### src/design/intr_pkg.sv
// Constants shared by the interrupt latch and enable unit.
// Assumes an 8-bit special-function register space addressed by byte.
package intr_pkg;
  // Source count and split between non-maskable and maskable sources
  localparam int NUM_SRC = 24;
  localparam int FIRST_MASKABLE = 4;
  // Source indices of the non-maskable group
  localparam int SRC_SOFT = 0;
  localparam int SRC_UNDEF = 1;
  localparam int SRC_TRAP = 2;
  localparam int SRC_WDOG = 3;
  // Register byte addresses
  localparam logic [7:0] ADDR_ENABLE_EXT = 8'h2C;
  localparam logic [7:0] ADDR_PENDING_EXT = 8'h2E;
  localparam logic [7:0] ADDR_ENABLE_LOW = 8'h3A;
  localparam logic [7:0] ADDR_ENABLE_HIGH = 8'h3B;
  localparam logic [7:0] ADDR_PENDING_LOW = 8'h3C;
  localparam logic [7:0] ADDR_PENDING_HIGH = 8'h3D;
  // Field positions
  localparam int MASTER_BIT = 0;
  localparam int PSW_MASTER_BIT = 5;
  // Values after reset
  localparam logic [NUM_SRC-1:0] PENDING_RST = 24'h000000;
  localparam logic [NUM_SRC-1:0] ENABLE_RST = 24'h000000;
  localparam logic MASTER_RST = 1'b0;
  // Latches that software writes may clear (all but trap and watchdog)
  localparam logic [NUM_SRC-1:0] SW_CLEARABLE = 24'hFFFFF2;
  // Acceptance takes this many machine cycles
  localparam int ACCEPT_CYCLES = 8;
  // Stack pointer drop during acceptance
  localparam int STACK_PUSHES = 3;
  // Acceptance sequence steps
  typedef enum logic [3:0] {
    ST_IDLE,
    ST_CLR_MASTER,
    ST_CLR_LATCH,
    ST_PUSH_PSW,
    ST_PUSH_PCH,
    ST_PUSH_PCL,
    ST_LOAD_VEC,
    ST_SETTLE,
    ST_FINISH
  } accept_state_e;
endpackage

### src/design/interrupt_latch_enable_unit.sv
// Interrupt latch, enable and acceptance sequencer of an 8-bit CPU.
// Assumes the CPU core samples on the machine clock, holds off further
// instruction ends while busy_o is high, and gives one-cycle strobes.
//
// Function
// - Each source but soft interrupt has pending latch.
// - Reset forces all pending latches to zero.
// - Pending latches readable at 2E, 3C, 3D.
// - Software writes zero to clear; trap, watchdog excepted.
// - Writing one never sets; reads show pending state.
// - Soft, undefined, trap, watchdog ignore enable flags.
// - Enable group at 2C, 3A, 3B, read/write; 3A bits 1..3 reserved, read zero.
// - Maskable accepted only with master and own enable.
// - Acceptance clears master before stacking; return reloads it.
// - Master is bit0 of 3A; enable/disable instructions.
// - Master flag resets to zero.
// - One enable bit per maskable source, reset zero.
// - Request stays latched until accepted or cleared.
// - Acceptance follows instruction end, lasts eight cycles.
// - Clear master, clear latch, push three, load vector.
// - No maskable acceptance while master is zero.
// - Only status word and program counter stacked.
// - Simultaneous requests resolved by fixed hardware priority.
// - Non-maskable sources also ranked, lowest index first.
// - Requests sampled in final cycle of each instruction.
`timescale 1ns/1ps
module interrupt_latch_enable_unit
#(
  // Vector per source, source 0 in the low 16 bits
  parameter logic [intr_pkg::NUM_SRC*16-1:0] VECTOR_TABLE = {
    16'hFFB0, 16'hFFB2, 16'hFFB4, 16'hFFB6, 16'hFFB8, 16'hFFBA, 16'hFFBC, 16'hFFBE,
    16'hFFE0, 16'hFFE2, 16'hFFE4, 16'hFFE6, 16'hFFE8, 16'hFFEA, 16'hFFEC, 16'hFFEE,
    16'hFFF0, 16'hFFF2, 16'hFFF4, 16'hFFF6, 16'hFFF8, 16'hFFFA, 16'hFFFC, 16'hFFFC}
)
(
  // Clock and reset
  input wire logic mclk_i,
  input wire logic rst_b_i,
  // Special-function register port
  input wire logic [7:0] sfr_addr_i,
  input wire logic sfr_wr_i,
  input wire logic sfr_rd_i,
  input wire logic [7:0] sfr_wdata_i,
  output logic [7:0] sfr_rdata_o,
  // Interrupt requests, one-cycle pulses; bit 0 has no latch
  input wire logic [intr_pkg::NUM_SRC-1:1] irq_req_i,
  input wire logic soft_irq_i,
  // CPU instruction events
  input wire logic instr_end_i,
  input wire logic enable_irq_instr_i,
  input wire logic disable_irq_instr_i,
  input wire logic return_instr_i,
  input wire logic return_master_i,
  // CPU context for stacking
  input wire logic [7:0] status_word_i,
  input wire logic [15:0] pc_i,
  // Acceptance sequence outputs
  output logic busy_o,
  output logic push_valid_o,
  output logic [7:0] push_data_o,
  output logic pc_load_o,
  output logic [15:0] pc_vector_o,
  output logic [4:0] accepted_src_o,
  output logic master_enable_flag_o
);
  import intr_pkg::*;

  // Registered state
  logic [NUM_SRC-1:0] pending_latch_q, pending_latch_d; // Pending latches
  logic [NUM_SRC-1:0] source_enable_bit_q, source_enable_bit_d; // Enables, bits 4..23 used
  logic master_enable_flag_q, master_enable_flag_d; // Master flag
  accept_state_e state_q, state_d; // Acceptance step
  logic [4:0] src_q, src_d; // Source being accepted
  logic saved_master_q, saved_master_d; // Master value to stack
  logic [7:0] psw_q, psw_d; // Captured status word
  logic [15:0] pc_q, pc_d; // Captured program counter
  logic [7:0] rdata_q, rdata_d; // Read data
  logic push_valid_q, push_valid_d; // Push strobe
  logic [7:0] push_data_q, push_data_d; // Pushed byte
  logic pc_load_q, pc_load_d; // Vector load strobe
  logic [15:0] vector_q, vector_d; // Vector out
  logic busy_q, busy_d; // Sequence in progress

  // Arbitration signals
  logic [NUM_SRC-1:0] candidate; // Requests that may be accepted
  logic found; // Some candidate present
  logic [4:0] winner; // Lowest candidate index
  logic [NUM_SRC-1:0] set_mask; // Latch set events

  // Candidate selection and fixed priority
  always_comb
  begin
    candidate = pending_latch_q;
    candidate[SRC_SOFT] = soft_irq_i;
    // Maskable need master and own enable; first four pass freely
    for (int i = FIRST_MASKABLE; i < NUM_SRC; i++)
    begin
      candidate[i] = pending_latch_q[i] & source_enable_bit_q[i] & master_enable_flag_q;
    end
    found = 1'b0;
    winner = 5'h00;
    // Lowest index wins, including among non-maskable
    for (int i = NUM_SRC - 1; i >= 0; i--)
    begin
      if (candidate[i])
      begin
        found = 1'b1;
        winner = 5'(i);
      end
    end
  end

  // Request set events; bit 0 never latches
  always_comb
  begin
    set_mask = {irq_req_i, 1'b0};
  end

  // Next-state logic for latches, enables, sequencer and outputs
  always_comb
  begin
    pending_latch_d = pending_latch_q;
    source_enable_bit_d = source_enable_bit_q;
    master_enable_flag_d = master_enable_flag_q;
    state_d = state_q;
    src_d = src_q;
    saved_master_d = saved_master_q;
    psw_d = psw_q;
    pc_d = pc_q;
    rdata_d = rdata_q;
    push_valid_d = 1'b0;
    push_data_d = push_data_q;
    pc_load_d = 1'b0;
    vector_d = vector_q;
    busy_d = busy_q;

    // Register writes
    if (sfr_wr_i)
    begin
      case (sfr_addr_i)
        // Zero clears all but trap and watchdog, one leaves the latch alone
        ADDR_PENDING_LOW:
        begin
          pending_latch_d[7:0] = pending_latch_q[7:0] & (sfr_wdata_i | ~SW_CLEARABLE[7:0]);
        end
        ADDR_PENDING_HIGH:
        begin
          pending_latch_d[15:8] = pending_latch_q[15:8] & (sfr_wdata_i | ~SW_CLEARABLE[15:8]);
        end
        ADDR_PENDING_EXT:
        begin
          pending_latch_d[23:16] = pending_latch_q[23:16] & (sfr_wdata_i | ~SW_CLEARABLE[23:16]);
        end
        // Enable group, bits 1..3 of low byte reserved
        ADDR_ENABLE_LOW:
        begin
          master_enable_flag_d = sfr_wdata_i[MASTER_BIT];
          source_enable_bit_d[7:4] = sfr_wdata_i[7:4];
        end
        ADDR_ENABLE_HIGH:
        begin
          source_enable_bit_d[15:8] = sfr_wdata_i;
        end
        ADDR_ENABLE_EXT:
        begin
          source_enable_bit_d[23:16] = sfr_wdata_i;
        end
        default:
        begin
          // Unmapped addresses ignored
        end
      endcase
    end

    // Enable and disable instructions act on the master flag
    if (enable_irq_instr_i)
    begin
      master_enable_flag_d = 1'b1;
    end
    else if (disable_irq_instr_i)
    begin
      master_enable_flag_d = 1'b0;
    end

    // Return reloads the stacked master value
    if (return_instr_i)
    begin
      master_enable_flag_d = return_master_i;
    end

    // Register reads, one cycle later on sfr_rdata_o
    if (sfr_rd_i)
    begin
      case (sfr_addr_i)
        ADDR_PENDING_LOW: rdata_d = {pending_latch_q[7:1], 1'b0};
        ADDR_PENDING_HIGH: rdata_d = pending_latch_q[15:8];
        ADDR_PENDING_EXT: rdata_d = pending_latch_q[23:16];
        ADDR_ENABLE_LOW: rdata_d = {source_enable_bit_q[7:4], 3'h0, master_enable_flag_q};
        ADDR_ENABLE_HIGH: rdata_d = source_enable_bit_q[15:8];
        ADDR_ENABLE_EXT: rdata_d = source_enable_bit_q[23:16];
        default: rdata_d = 8'h00;
      endcase
    end

    // Acceptance sequence, eight machine cycles
    case (state_q)
      ST_IDLE:
      begin
        // Sample requests in the instruction's last cycle
        if (instr_end_i && found)
        begin
          state_d = ST_CLR_MASTER;
          src_d = winner;
          saved_master_d = master_enable_flag_d;
          psw_d = status_word_i;
          pc_d = pc_i;
          busy_d = 1'b1;
        end
      end
      ST_CLR_MASTER:
      begin
        master_enable_flag_d = 1'b0;
        state_d = ST_CLR_LATCH;
      end
      ST_CLR_LATCH:
      begin
        pending_latch_d[src_q] = 1'b0;
        state_d = ST_PUSH_PSW;
      end
      ST_PUSH_PSW:
      begin
        // Status word carries the pre-acceptance master flag
        push_valid_d = 1'b1;
        push_data_d = psw_q;
        push_data_d[PSW_MASTER_BIT] = saved_master_q;
        state_d = ST_PUSH_PCH;
      end
      ST_PUSH_PCH:
      begin
        push_valid_d = 1'b1;
        push_data_d = pc_q[15:8];
        state_d = ST_PUSH_PCL;
      end
      ST_PUSH_PCL:
      begin
        push_valid_d = 1'b1;
        push_data_d = pc_q[7:0];
        state_d = ST_LOAD_VEC;
      end
      ST_LOAD_VEC:
      begin
        pc_load_d = 1'b1;
        vector_d = VECTOR_TABLE[src_q*16 +: 16];
        state_d = ST_SETTLE;
      end
      ST_SETTLE:
      begin
        state_d = ST_FINISH;
      end
      ST_FINISH:
      begin
        busy_d = 1'b0;
        state_d = ST_IDLE;
      end
      default:
      begin
        busy_d = 1'b0;
        state_d = ST_IDLE;
      end
    endcase

    // A request arriving during any clear still latches
    pending_latch_d = pending_latch_d | set_mask;
  end

  // State registers
  always_ff @(posedge mclk_i)
  begin
    if (!rst_b_i)
    begin
      pending_latch_q <= PENDING_RST;
      source_enable_bit_q <= ENABLE_RST;
      master_enable_flag_q <= MASTER_RST;
      state_q <= ST_IDLE;
      src_q <= 5'h00;
      saved_master_q <= 1'b0;
      psw_q <= 8'h00;
      pc_q <= 16'h0000;
      rdata_q <= 8'h00;
      push_valid_q <= 1'b0;
      push_data_q <= 8'h00;
      pc_load_q <= 1'b0;
      vector_q <= 16'h0000;
      busy_q <= 1'b0;
    end
    else
    begin
      pending_latch_q <= pending_latch_d;
      source_enable_bit_q <= source_enable_bit_d;
      master_enable_flag_q <= master_enable_flag_d;
      state_q <= state_d;
      src_q <= src_d;
      saved_master_q <= saved_master_d;
      psw_q <= psw_d;
      pc_q <= pc_d;
      rdata_q <= rdata_d;
      push_valid_q <= push_valid_d;
      push_data_q <= push_data_d;
      pc_load_q <= pc_load_d;
      vector_q <= vector_d;
      busy_q <= busy_d;
    end
  end

  // Outputs straight from flip-flops
  assign sfr_rdata_o = rdata_q;
  assign busy_o = busy_q;
  assign push_valid_o = push_valid_q;
  assign push_data_o = push_data_q;
  assign pc_load_o = pc_load_q;
  assign pc_vector_o = vector_q;
  assign accepted_src_o = src_q;
  assign master_enable_flag_o = master_enable_flag_q;
endmodule // interrupt_latch_enable_unit

### config.mk
export PLATFORM = sky130hd
export DESIGN_NAME = interrupt_latch_enable_unit
export DESIGN_NICKNAME = d
export VERILOG_FILES = /design/src/design/intr_pkg.sv /design/src/design/interrupt_latch_enable_unit.sv
export SDC_FILE = /design/constraint.sdc
export NUM_CORES = 1
export LEC_CHECK = 0
export ABC_AREA = 1
export BUFFER_PORTS_ARGS = -buffer_cell sky130_fd_sc_hd__buf_4
export CAP_MARGIN = 0
export CORE_AREA = 5 5 106 108
export DETAILED_ROUTE_END_ITERATION = 10
export DIE_AREA = 0 0 111 113
export PLACE_DENSITY = 0.74
export SLEW_MARGIN = 20
export SYNTH_ARGS = -nofsm -noshare
export SYNTH_HDL_FRONTEND = slang
export SYNTH_SLANG_ARGS = --single-unit
### constraint.sdc
create_clock -name mclk_i -period 1.9 [get_ports mclk_i]
set_clock_uncertainty 0.1 [all_clocks]
set_input_delay 0.57 -clock mclk_i [delete_from_list [all_inputs] [get_ports mclk_i]]
set_output_delay 0.57 -clock mclk_i [all_outputs]
set_load 0.02 [all_outputs]
* After elaboration in Yosys (flattened, before gate mapping)
Cells that the tools add are included.
Storage, ports and cells: flip-flop bits (word level) 114, bits of input ports 73, output and inout bits 41, word-level logic and storage cells 161
Cells by class: magnitude comparators 2, equal/unequal tests 14, shifts and indexed selects 1, mux-type cells 68, bitwise operators 48, reductions and logical operators 12
Operators with widths (number):
- 384-bit by 10-bit variable part select with 16-bit output (first input constant) | 1
- 5-bit two-way mux | 24
- 8-bit by 6-bit equality test with 1-bit output (second input constant) | 6
- 24-bit two-way mux | 2
- 8-bit one-hot mux with 6 select lines | 1
- 1-bit bitwise AND | 40
- 1-bit two-way mux | 33
- 4-bit one-hot mux with 8 select lines | 1
- 24-bit bitwise AND | 1
- 8-bit bitwise AND | 3
- 8-bit two-way mux | 3
- 24-bit inverter | 1
- 24-bit OR | 1
- 8-bit one-hot mux with 3 select lines | 1
- 4-bit by 3-bit equality test with 1-bit output (second input constant) | 4
- 2-bit AND reduction | 5
- 4-bit by 2-bit equality test with 1-bit output (second input constant) | 2
- 7-bit OR reduction | 1
- 5-bit by 6-bit < comparator with 1-bit output (second input constant) | 1
- 1-bit demux with 5-bit select | 1
- 5-bit by 1-bit >= comparator with 1-bit output (second input constant) | 1
- 4-bit by 1-bit equality test with 1-bit output (second input constant) | 1
- 4-bit logical NOT | 1
- 4-bit two-way mux | 1
- other kinds (7) | 9

* Logic depth before layout (Yosys ltp)
Gate-level depths: netlist of run 1.
depth after elaboration 29, depth in mapped cells 26, mapped depth without buffers 26

* Worst setup path before layout of run 1
No wires, ideal clock.
kind register -> register, start register master_enable_flag_q (netlist: master_enable_flag_o), end register src_q[0] (netlist: accepted_src_o[0]), setup time 131 ps, arrival 1799 ps, data required time 1669 ps, setup slack -130 ps, stages on the path, launching flop included 27, clock period less this slack 2030 ps, cells stage by stage dfxtp_1 buf_6 nand3_2 nand2_1 nand2_1 nand2_1 nand2_1 nand2_1 nand2_1 nand2_1 nand2_1 nand2_1 nand2_1 nand2_1 nand2_1 nand2_1 nand2_1 nand2_1 nand2_1 nand2_1 nand2_1 nand2_1 nand2_1 nand2_1 nand2_1 nand2_1 a21oi_2
Between the ends: longest elaborated chain between the ends 27, elaborated cells between the ends (all ways) 70
Ends and longest elaborated chain:
- start, declared | RTL line interrupt_latch_enable_unit.sv:71 | logic master_enable_flag_q, master_enable_flag_d;
- start signal, assigned | RTL line interrupt_latch_enable_unit.sv:300 | master_enable_flag_q <= master_enable_flag_d;
- 1-bit bitwise AND | RTL line interrupt_latch_enable_unit.sv:98 | candidate[i] = pending_latch_q[i] & source_enable_bit_q[i] & master_enable_flag_q;
- 1-bit two-way mux (24 in a row) | RTL line interrupt_latch_enable_unit.sv:105 | if (candidate[i])
- 1-bit logical AND | RTL line interrupt_latch_enable_unit.sv:210 | if (instr_end_i && found)
- 2-bit AND reduction (no source line)
- end signal, assigned | RTL line interrupt_latch_enable_unit.sv:302 | src_q <= src_d;
- end, declared | RTL line interrupt_latch_enable_unit.sv:73 | logic [4:0] src_q, src_d;
Parallel ways exist; a longest one is shown, timed or not. A chain may end at the register's enable or synchronous reset.

* Worst setup path in the final report of run 1
start register master_enable_flag_q (netlist: master_enable_flag_o), end register pc_q[1]
Between the ends: longest elaborated chain between the ends 27, elaborated cells between the ends (all ways) 46
Ends and longest elaborated chain:
- 1-bit bitwise AND | RTL line interrupt_latch_enable_unit.sv:98
- 1-bit two-way mux (19 in a row) | RTL line interrupt_latch_enable_unit.sv:105
- 1-bit two-way mux (*) (5 in a row) | RTL line interrupt_latch_enable_unit.sv:105
- 1-bit logical AND (*) | RTL line interrupt_latch_enable_unit.sv:210
- 2-bit AND reduction (no source line) (*)
- end signal, assigned | RTL line interrupt_latch_enable_unit.sv:305 | pc_q <= pc_d;
- end, declared | RTL line interrupt_latch_enable_unit.sv:76 | logic [15:0] pc_q, pc_d;
Every way passes the cells marked *; elsewhere a longest branch is shown, timed or not.

==> results.txt, run 1 <==
- Final slew viol count: 0
- Uppermost routed layer: met4
- Entering global routing, the biggest net connects 59 pins.
- LEAKAGE: about 3.0 nW
- Worst reg2reg path depth: 12
* First-pass DRT Iterations: 6
- Site Rows: 37
* Synth area leader: dfxtp_1
- The worst hold path was traced through 3 stages.
- DRC violation count after routing: 0
- Power spread over the standard cell area amounts to 723 nW/um^2.
* Yosys warnings: 0
- Area share of fa/ha/maj cells after synthesis: 0%
- Main combinational cell family by area after synthesis: compound AO/OA/AOI/OAI gates
- Synth async-reset ratio: 0%
- CTS tree: built
- Share of total power in combinational logic: between 20 and 25%
* Maximum root-to-sink buffer count: 2
- In this run, post-CTS hold repair placed 0 buffers.
- Sum of internal, switching and leakage power: ~0.005 W
* Final WS setup: -0.288 ns
* Fin crit share: 115%
- Crit. End Element: register
* Routed length on met1: roughly 6.3 mm
- Detail Route met2 WL: about 8.2 mm
* Antenna violations before repair: 0
* DIE AREA: roughly 13000 sq um
* Most common library cell in the layout ignoring fill and taps: buf_4
- Critical-path cell with the highest stage delay: dfxtp_4
* Final instance count without filler cells: ~970
- Post-synthesis area per instance: 7.37 sq um
- Register area share after synthesis: approximately 43%
- Xor and xnor area share after synthesis: 0%
- Cell count after placement: 938
- Along the worst path, the maximum fanout reaches 13.
* Unrepaired setup endpoints after global routing: true
- Post-DR wirelength/cell: between 15 and 20 um
- Fraction of layout cells with a size suffix above 1: 36.5%
- Post-synthesis simple-gate area fraction: 23.4%
- STA classifies the critical path startpoint as a register.
- After synthesis, the netlist uses 42 different library cells.
- Height of the chip: roughly 110 um
* WP depth: 12
- Number of global-route vias before repair: 5142
* Met3 layer wire length in the routed design: 1.55 mm
* Count of port buffers added during placement: 111
- Data arrival time of the worst path: between 2 and 2.5 ns
* Final weighted congestion in routability-driven placement: 0.970
- The first global-routing pass estimated 25.5 mm of wire.
* Count of state elements after synthesis: ~100
* Net count of the mapped netlist: between 700 and 800
* Nets: between 900 and 1000
- Critical path's largest stage delay: roughly 0.40 ns
- Portion of synthesized cell area occupied by the leading cell type: a little over two fifths
* Top library cells by usage in the layout, fill and taps aside: buf_4 (190), nor2_1 (104), dfxtp_1 (100), nand2_1 (91), inv_1 (73)
- Clock buffer count from CTS: 9
* Critical path type: reg2reg
- approximately 110 I/O pins were placed.
* Net Sw Frac: 31.0%
* Pre-CTS WS: -0.286 ns
* Multi-input gate area: between 2000 and 3000 sq um
- After synthesis the cells add up to about 4800 sq um.
- Once detail routing completed, the nets flagged for antenna violations numbered 0.
* HPWL after DPL: 11.8 mm
- Across all hold checks on the routed design, the worst slack comes to approximately 0.30 ns.
- Clock Tree Root: clkbuf_8
- Power share of the sequential group: ~49%
- Using the TritonRoute via totals, the vias-per-cell ratio works out to ~5.5.
- Antenna cells: 0
- Cells traversed along the worst timing path: buf_4, buf_6, nand3_4, nand2_2, nor2_4, nand2_2, o31ai_4, nor3_4, buf_6, buf_12, o21ai_2, nor2_1
- Once the floorplan was initialized, standard cells occupied a little under half of the core.
- Data required time of the critical path: just over 2 ns
- Core region area: 10100 sq um
- The smallest clock period supported by the final layout is computed as 2.19 ns.
- Critical path's top delay family: buffers and inverters
* Deepest level of the CTS H-tree: 3
- Total grt overflow: 0
- Max-cap violations in this run came to 0.
- Clock-pin slew was measured on the worst setup and hold paths at ~0.11 ns.
- The tightest min-delay check is of the in2reg type.
- Relative to the synthesized area, the layout overhead comes to 46.0%.
* Number of setup violations in the final report: 31
* Worst vdd rail ir drop: 0.492 mV
- Registers take 2050 sq um.
* Syn Inst Count: 645
- Timing would allow up to ~0.46 GHz.
- The routed layout has approximately 5300 vias.
* 1st-iter DRT viols: slightly below 400
- Counting flops with a built-in enable in the synthesized netlist gives 0.
- The later pin in the worst-skew pair is clocked with a latency of 0.37 ns.
- The synthesized netlist devotes 23.7% of its cell area to compound gates.
* Multiplexer area fraction after synthesis: 0%
- The flow ran to the end, but the final reports show violations.
* Number of buffer and inverter instances along the worst setup path: 4
- The clock network burns 29.3% of the power.
- At the end of the flow the core is filled with cells to around 70%.
- Final routed wirelength across all metal layers: 16.6 mm
* Switching power of the nets: between 0.0015 and 0.002 W
* Internal Pwr Total: ~0.0035 W
* Failing checks: negative setup slack
- Die boundary width: roughly 110 um
- Most frequently used flop master after synthesis: dfxtp_1
* Aggregate global-route resource usage: around a quarter
* Number of hold violations in the final report: 0
* Sink count of the clock tree: between 100 and 150
- Cell types with the largest area share after synthesis: dfxtp_1 (43%), nor2_1 (8.8%), nand2_1 (8.4%), inv_1 (5.8%), o21ai_0 (5.4%)
- The filler cells instantiated in the layout total 827.
layer usage:
layer / GRT usage (%) / up-vias
met4: 9.28 / 0
met3: 7.11 / 44
met2: 42.3 / 260
met1: 30.4 / 2499
li1: - / 2544
met5: 0 / -
power by group through the flow:
stage	logic [W]	registers, W	clock network [W]
2_1_floorplan	0.000455	0.00249	0
6_report	0.00109	0.00246	0.00147
3_5_place_dp	0.000926	0.00247	0
4_1_cts	0.000993	0.00243	0.00147
3_3_place_gp	0.000899	0.00247	0
5_1_grt	0.00118	0.00247	0.00156
final cells by class:
cell class	instances	share of cell area, %
inverter	75	4.26
timing repair inverter	1	0.108
tap	136	2.45
clock inverter	5	0.920
clock buffer	11	2.04
multi-input combinational	437	36.8
sequential	102	29.5
timing repair buffer	205	23.9
timing repair:
item | 4_1_cts | 5_1_grt
pin swaps | 4 | 11
resized for setup | 41 | 58
setup endpoints to repair | 31 | 46
gates cloned | 2 | 1
endpoints found under the hold margin | 0 | 0
buffers inserted | 12 | 3
path summary, 6_finish.rpt:
check | from | slack (ns) | to
max | master_enable_flag_o | -0.29 | pc_q[1]
min | irq_req_i[7] | 0.30 | pending_latch_q[7]
max reg2reg | master_enable_flag_o | -0.29 | pc_q[1]
min reg2reg | sfr_rdata_o[2] | 0.37 | sfr_rdata_o[2]
worst reg2reg max path: stages (launching register included):
cell and delay, ns:
dfxtp_4 0.40, buf_4 0.16, buf_6 0.14, nand3_4 0.09, nand2_2 0.08, nor2_4 0.13, nand2_2 0.09, o31ai_4 0.34
nor3_4 0.06, buf_6 0.15, buf_12 0.15, o21ai_2 0.15, nor2_1 0.05
Yosys cell counts (3+ instances only):
library cell and instances:
o21ai_1 11, nand2_1 107, nand3_1 14, a211oi_2 3
nor4_1 3, buf_6 3, a41oi_1 6, a21oi_1 47
buf_4 11, a31oi_1 9, o21ai_0 51, clkbuf_1 12
nor3_1 9, inv_1 73, buf_2 4, o221ai_1 6
a221oi_1 22, nand3_2 7, nor2_1 111, o22ai_1 4
a31o_2 3, dfxtp_1 102
stage by stage:
step	cell area, sq um	TNS [ns]
6_report	6940	-7.46
5_1_grt	6940	-9.92
4_1_cts	6660	-3.37
3_5_place_dp	6240	-8.53
3_3_place_gp	6240	-6.60
2_1_floorplan	4800	-0.0921
cells by family (layout without fill, tap and decap cells):
group / count (synthesis) / in the layout
flops: 102 / 102
other cells: 1 / 1
buf+inv: 106 / 297
simple gates: 259 / 259
compound gates: 177 / 177
flip-flops by register name, indices dropped and copies added, names as in the netlist:
register / count
accepted_src_o: 5
busy_o: 1
master_enable_flag_o: 1
pc_load_o: 1
pc_q: 16
pc_vector_o: 6
pending_latch_q: 23
psw_q: 7
push_data_o: 8
push_valid_o: 1
saved_master_q: 1
sfr_rdata_o: 8
source_enable_bit_q: 20
state_q: 4
(Power assumes the default switching activity.)
==> inputs of run 2 (changes only) <==
--- a/config.mk
+++ b/config.mk
@@ -8,10 +8,11 @@
 export ABC_AREA = 1
 export BUFFER_PORTS_ARGS = -buffer_cell sky130_fd_sc_hd__buf_4
 export CAP_MARGIN = 0
-export CORE_AREA = 5 5 106 108
+export CORE_AREA = 5 5 123 79
 export DETAILED_ROUTE_END_ITERATION = 10
-export DIE_AREA = 0 0 111 113
-export PLACE_DENSITY = 0.74
+export DIE_AREA = 0 0 128 84
+export GPL_TIMING_DRIVEN = 0
+export PLACE_DENSITY = 0.84
 export SLEW_MARGIN = 20
 export SYNTH_ARGS = -nofsm -noshare
 export SYNTH_HDL_FRONTEND = slang
==> constraint.sdc (replaced) <==
create_clock -name mclk_i -period 2.55 [get_ports mclk_i]
set_clock_uncertainty 0.1 [all_clocks]
set_input_delay 0.765 -clock mclk_i [delete_from_list [all_inputs] [get_ports mclk_i]]
set_output_delay 0.765 -clock mclk_i [all_outputs]
set_load 0.02 [all_outputs]
==> run 2 against run 1 <==
Against the previous run: the run now ends clean; die area fell by 14%; combinational power is 38% lower; flip-flop and latch count did not move; largest cell class unchanged; first-iteration DRC count grew 65%; highest routed layer unchanged; setup slack better by 0.36 ns.
==> results.txt, run 2 (synthesis gave the netlist of run 1 again) <==
* Cell area power density: 647 nW/um^2 (-11%)
- Deepest level of the CTS H-tree: 3 (unchanged)
* Antenna cells: 0 (unchanged)
- In the finished design, the share of the clock period the worst path needs comes to a little over nine tenths.
* Post-DR wirelength/cell: 18.7 um (+9.5%)
* Net Sw Frac: 28.7% (-2.3 points)
- Maximum root-to-sink buffer count: 2 (unchanged)
- DRC violation count after routing: 0 (unchanged)
* Max reg flops: 23 (unchanged)
* Setup slack of the most critical reg-to-reg path: 0.17 ns (+0.46 ns)
- The final global-route overflow total is 0 (unchanged).
* Top-level I/O count: 114 (unchanged)
- Clock-pin slew of the registers on the worst-case setup and hold paths: 0.07 ns (-0.04 ns)
* Run status: finished, final reports clean
- Average via count per standard cell: 5.90 (+7.2%)
- Nets: 841 (-7.0%)
* Worst slew pin tran: ~1.0 ns
* Final weighted congestion in routability-driven placement: 0.973 (+0.31%)
- Top library cells by usage in the layout, fill and taps aside: buf_4 (123), nor2_1 (111), nand2_1 (107), dfxtp_1 (102), inv_1 (72)
- The arrival time of the worst setup path came to 2.62 ns (+0.26 ns).
- The total global routing track utilization is 31.0% (+6.0 points).
- Switching power of the nets: 0.00113 W (-27%)
- The share of final-layout standard cells stronger than drive strength 1 is 22.6% (-14 points).
- The clock group share of total power is 36.8% (+7.5 points).
- Starting density of the core: 55.0% (+8.1 points)
- Crit. End Element: register
* Critical path type: in2reg
- Hold bufs inserted after CTS: 0 (unchanged)
- The portion of total power attributed to combinational logic came to 17.2% (-4.6 points).
- Setup repair after global routing left no endpoint under its margin.
- Counting flops per register, the top entry is pending_latch_q.
- Core utilization of the finished layout: 70.2% (+1.7 points)
- Final WS setup: 0.0703 ns (+0.359 ns)
- The global-route wire length before repair came to 26.2 mm (+2.6%).
- Number of hold violations in the final report: 0 (unchanged)
- Layout-stage area growth over the synthesis result: 27.7%
* First-pass DRT Iterations: 6 (unchanged)
- The number of antenna violations at the first check in global routing was 0 (unchanged).
- The via count is 5243 (-1.9%).
- The number of max-slew violations in the final report was 0 (unchanged).
- In this run the worst hold path is classified as reg2reg.
- Site Rows: 27 (-27%)
* Clock buffer count from CTS: 9 (unchanged)
- For the finished layout, the period the worst path requires is 2.48 ns.
* LEAKAGE: 2.62 nW (-13%)
* Clock insertion delay at the later pin of the skew report: 0.35 ns (-0.02 ns)
* Registers with the most flip-flops: pending_latch_q (23), source_enable_bit_q (20), pc_q (16)
- DIE AREA: 10800 sq um (-14%)
* Clock Tree Root: clkbuf_16
- Height of the chip: 84 um (-26%)
* Number of maximum-capacitance constraint violations: 0 (unchanged)
* Antenna-violating nets left: 0 (unchanged)
- Fmax: between 0.4 and 0.5 GHz
- HPWL after DPL: 12.5 mm (+5.8%)
- The final count of negative-setup-slack endpoints was 0 (-100%).
- 1st-iter DRT viols: 645 (+65%)
- Maximum number of pins on one net before global-route repair: 17 (-71%)
- Hold Slack: 0.371 ns (+0.0759 ns)
* Die boundary width: 128 um (+15%)
- In this run the tightest slew margin relative to its limit is about 32%.
- Final routed wirelength across all metal layers: 16.6 mm (+0.16%)
* Setup crit start kind: primary input
- The total internal power is 0.00280 W (-19%).
* CTS tree: built
- Sink count of the clock tree: 102 (unchanged)
- The library cell used most frequently in the layout, excluding fill and tap cells, is buf_4.
- Crit Path Max Fanout: 9 (-4)
- Number of global-route vias before repair: 5012 (-2.5%)
* Worst vdd rail ir drop: 0.446 mV (-9.3%)
* Pre-CTS WS: -0.422 ns (-0.136 ns)
* Core region area: 8650 sq um (-15%)
* Sum of internal, switching and leakage power: 0.00392 W (-22%)
- The share of power burned in registers came to 46.1% (-2.9 points).
* Data required time of the critical path: 2.69 ns (+0.62 ns)
- The count of input and output buffers was 109 (-1.8%).
-- run 2: changes by cell type in the layout (fill, tap and decap cells not counted), sizes merged --
cell      change
clkinvlp      +1
buf          -75
clkinv        -2
clkbuf       +14
inv           -1
-- run 2: metal layers --
layer	GRT usage (%)	wire (um)	part of all wire, %
met5	0	0	0
met4	8.57	263	1.6
met3	9.02	2180	13
met2	43.9	6720	40
met1	45.5	7450	45
-- run 2: power groups by stage --
stage	combinational [W]	clock, W	sequential (W)
6_report	0.000674	0.00144	0.00181
5_1_grt	0.000732	0.00151	0.00182
4_1_cts	0.000652	0.00144	0.00180
3_5_place_dp	0.000648	0	0.00184
3_3_place_gp	0.000631	0	0.00183
2_1_floorplan	0.000336	0	0.00186
-- run 2: per-stage QoR --
step	instances	area [sq um]	TNS [ns]
final	889	6070	0
after detailed placement	870	5720	-4.10
after CTS	887	6030	0
after global routing	889	6070	0
after floorplan	645	4750	0
after global placement	870	5720	-2.42
-- run 2: critical path: stages --
cell	delay [ns]
buf_4	0.09
inv_1	0.04
nand2_1	0.15
nor2_1	0.07
nand2_1	0.28
clkinv_1	0.43
a221oi_1	0.37
o221ai_1	0.16
o221a_2	0.25
-- run 2: what timing repair did --
item                                    4_1_cts  5_1_grt
pin swaps                                     1        1
endpoints found under the setup margin        1       15
setup buffers                                 1        2
gates resized for setup                       0        5
-- run 2: worst paths after layout --
kind	from	end	cells past startpoint
worst max-delay path	sfr_addr_i[0]	sfr_rdata_o[6]	9
worst min-delay path	sfr_rdata_o[2]	sfr_rdata_o[2]	2
worst max register to register	state_q[3]	pending_latch_q[2]	8
worst min register to register	sfr_rdata_o[2]	sfr_rdata_o[2]	2
-- run 2: final cells by class --
cell class	instances	area, sq um
clock inverter	4	53.8
timing repair buffer	112	841
fill	722	2580
tap	116	145
buffer	31	189
sequential	102	2040
multi-input combinational	437	2260
clock buffer	12	256
inverter	75	284
==> inputs of run 3 (changes only) <==
--- a/config.mk
+++ b/config.mk
@@ -8,11 +8,13 @@
 export ABC_AREA = 1
 export BUFFER_PORTS_ARGS = -buffer_cell sky130_fd_sc_hd__buf_4
 export CAP_MARGIN = 0
-export CORE_AREA = 5 5 123 79
+export CELL_PAD_IN_SITES_DETAIL_PLACEMENT = 1
+export CELL_PAD_IN_SITES_GLOBAL_PLACEMENT = 1
+export CORE_AREA = 5 5 146 92
 export DETAILED_ROUTE_END_ITERATION = 10
-export DIE_AREA = 0 0 128 84
+export DIE_AREA = 0 0 151 97
 export GPL_TIMING_DRIVEN = 0
-export PLACE_DENSITY = 0.84
+export PLACE_DENSITY_LB_ADDON = 0.1
 export SLEW_MARGIN = 20
 export SYNTH_ARGS = -nofsm -noshare
 export SYNTH_HDL_FRONTEND = slang
==> run 3 against run 2 <==
Against the previous run: worst hold slack is essentially flat; critical path type unchanged; via count is 0.74% lower; clock-buffer cell count shrank 1; register-to-register slack is essentially flat; fmax rose by 2.1%; first-iteration DRC count decreased by 12%; clock power decreased by 6%; utilization decreased by 19 points; highest routed layer unchanged; flip-flop and latch count unchanged; critical path depth rose by 2.
==> results.txt, run 3 (synthesis gave the netlist of run 1 again) <==
- The run finished with clean final reports.
- The number of cell rows is 31 (+15%).
* Final weighted congestion in routability-driven placement: 0.945 (-2.9%)
- The cell count after placement came to 919 (+5.6%).
* Worst vdd rail ir drop: 0.317 mV (-29%)
- Total via count in the routed design: 5204 (-0.74%)
- Data required time of the critical path: 2.72 ns (+0.03 ns)
* Registers with the most flip-flops: pending_latch_q (23), source_enable_bit_q (20), pc_q (16)
* Hold Slack: 0.371 ns (+0.000188 ns)
* Layout-stage area growth over the synthesis result: 29.0%
* Final routed wirelength across all metal layers: 18.9 mm (+14%)
* Count of port buffers added during placement: 109 (unchanged)
* Cell area power density: 632 nW/um^2 (-2.3%)
- The critical path is of the in2reg type.
- The worst slew margin relative to its limit is 43.9% (+12 points).
* Max reg flops: 23 (unchanged)
* Crit Path Max Fanout: 10 (+1)
- First-pass DRT Iterations: 7 (+1)
- The sink count of the clock tree was 102 (unchanged).
- Critical path's largest stage delay: 0.40 ns (-0.03 ns)
- Fmax: 0.412 GHz (+2.1%)
* Maximum number of pins on one net before global-route repair: 18 (+1)
- Clock buffer count from CTS: 9 (unchanged)
* Antenna cells: 0 (unchanged)
- The number of max-slew violations in the final report was 0 (unchanged).
- The detailed placement HPWL was 14.9 mm (+19%).
* Most common library cell in the layout ignoring fill and taps: buf_4
* Hold bufs inserted after CTS: 0 (unchanged)
* Min Tclk post-route: 2.43 ns (-0.0514 ns)
* Deepest level of the CTS H-tree: 3 (unchanged)
* Crit. Startpoint: sfr_addr_i[7]
- The clock tree buffer depth was 2 (unchanged).
- The setup total negative slack is 0 ns (unchanged).
- Critical-path cell with the highest stage delay: o211ai_1
- Sum of internal, switching and leakage power: 0.00387 W (-1.3%)
* Average via count per standard cell: 5.55 (-5.9%)
- The CTS clock-pin slew for the worst setup and hold paths is 0.07 ns (about the same).
* Global-route wire length before repair: 28.8 mm (+10%)
- TritonCTS built the clock tree.
- Setup crit start kind: primary input
- FF-to-FF Start: state_q[1]
- Top cell by count, worst path: inv_1
- Final instance count without filler cells: 938 (+5.5%)
- Setup slack of the most critical reg-to-reg path: 0.16 ns (about the same)
- The clock insertion delay at the later pin of the skew report is 0.35 ns (about the same).
- The area of the placeable core came to 11900 sq um (+37%).
- The final global-route overflow total was 0 (unchanged).
* Fin crit share: 95.2% (-2.0 points)
- The initial core utilization is 40.0% (-15 points).
- The slew at the pin closest to its max-slew limit came to 0.835 ns (-0.176 ns).
- The number of antenna violations at the first check in global routing is 0 (unchanged).
* Core utilization of the finished layout: 51.7% (-19 points)
- Height of the chip: 97 um (+15%)
* LEAKAGE: 2.61 nW (-0.35%)
- STA classifies the critical path endpoint as a register.
- Start point of the worst hold path: sfr_rdata_o[0]
- Walking the worst path, the cells encountered are buf_4, nor2_1, nand3_2, inv_1, nand2_1, nor2_2, buf_6, inv_1, o211ai_1, a21oi_1, a41oi_1.
- Number of setup violations in the final report: 0 (unchanged)
* Number of buffer and inverter instances along the worst setup path: 4 (+1)
* Post-DR wirelength/cell: 20.1 um (+7.6%)
- Counting flops per register, the top entry is pending_latch_q.
* Fraction of layout cells with a size suffix above 1: 22.9% (+0.26 points)
- The total global routing track utilization came to 25.4% (-5.6 points).
- Die boundary width: 151 um (+18%)
- Antenna-violating nets left: 0 (unchanged)
* Worst hold path type: reg2reg
- Top library cells by usage in the layout, fill and taps aside: buf_4 (122), nor2_1 (110), nand2_1 (106), dfxtp_1 (101), inv_1 (73)
- Number of hold violations in the final report: 0 (unchanged)
- The total DRC errors in the routed layout is 0 (unchanged).
- Data arrival time of the worst path: 2.60 ns (-0.02 ns)
* Number of global-route vias before repair: 5133 (+2.4%)
* Nets: 841 (unchanged)
* 1st-iter DRT viols: 568 (-12%)
- The total of max-cap violations was 0 (unchanged).
- Broken down by cell family, the worst path's largest delay share belongs to compound AO/OA/AOI/OAI gates.
- In this run the clock root is driven by a clkbuf_16.
- The floorplan die area came to 14600 sq um (+36%).
- Top-level I/O count: 114 (unchanged)
## run 3: metal layers
layer	vias up	track usage, %	part of all wire [%]
met2	229	34.3	41
met3	22	7.01	9.4
met1	2537	39.8	49
met5	-	0	0
li1	2416	-	-
met4	0	4.46	0.78
## run 3: area by class of cell
type / instances / area, sq um
clock buffer: 11 / 243
buffer: 31 / 193
tap: 165 / 206
inverter: 75 / 288
timing repair buffer: 112 / 853
fill: 1540 / 5740
multi-input combinational: 437 / 2260
clock inverter: 5 / 41.3
sequential: 102 / 2040
## run 3: path summary, 6_finish.rpt
check | end | cells after the start
setup / recovery | sfr_rdata_o[5] | 11
hold / removal | sfr_rdata_o[0] | 2
setup reg to reg | push_data_o[5] | 8
hold reg to reg | sfr_rdata_o[0] | 2
## run 3: tightest hold or removal path, stage by stage (launching register included)
cell,delay (ns)
dfxtp_1,0.32
nand2_1,0.06
a21oi_1,0.05
## run 3: repair_timing
item	CTS	global route
endpoints found under the hold margin	0	0
setup buffers	1	2
endpoints found under the setup margin	3	17
pin swaps	2	2
resized for setup	1	8
## run 3: power breakdown
part / leakage (nW) / internal, W / switching [W] / total (W)
clock network: 0.133 / 0.000699 / 0.000654 / 0.00135
registers: 0.838 / 0.00172 / 0.000109 / 0.00182
logic: 1.64 / 0.000268 / 0.000427 / 0.000695
## run 3: metrics by stage
stage          area [sq um]  setup WS [ns]
2_1_floorplan          4750          0.325
3_3_place_gp           5780         -0.380
3_5_place_dp           5780         -0.429
4_1_cts                6070         0.0238
5_1_grt                6130        -0.0741
6_report               6130          0.122
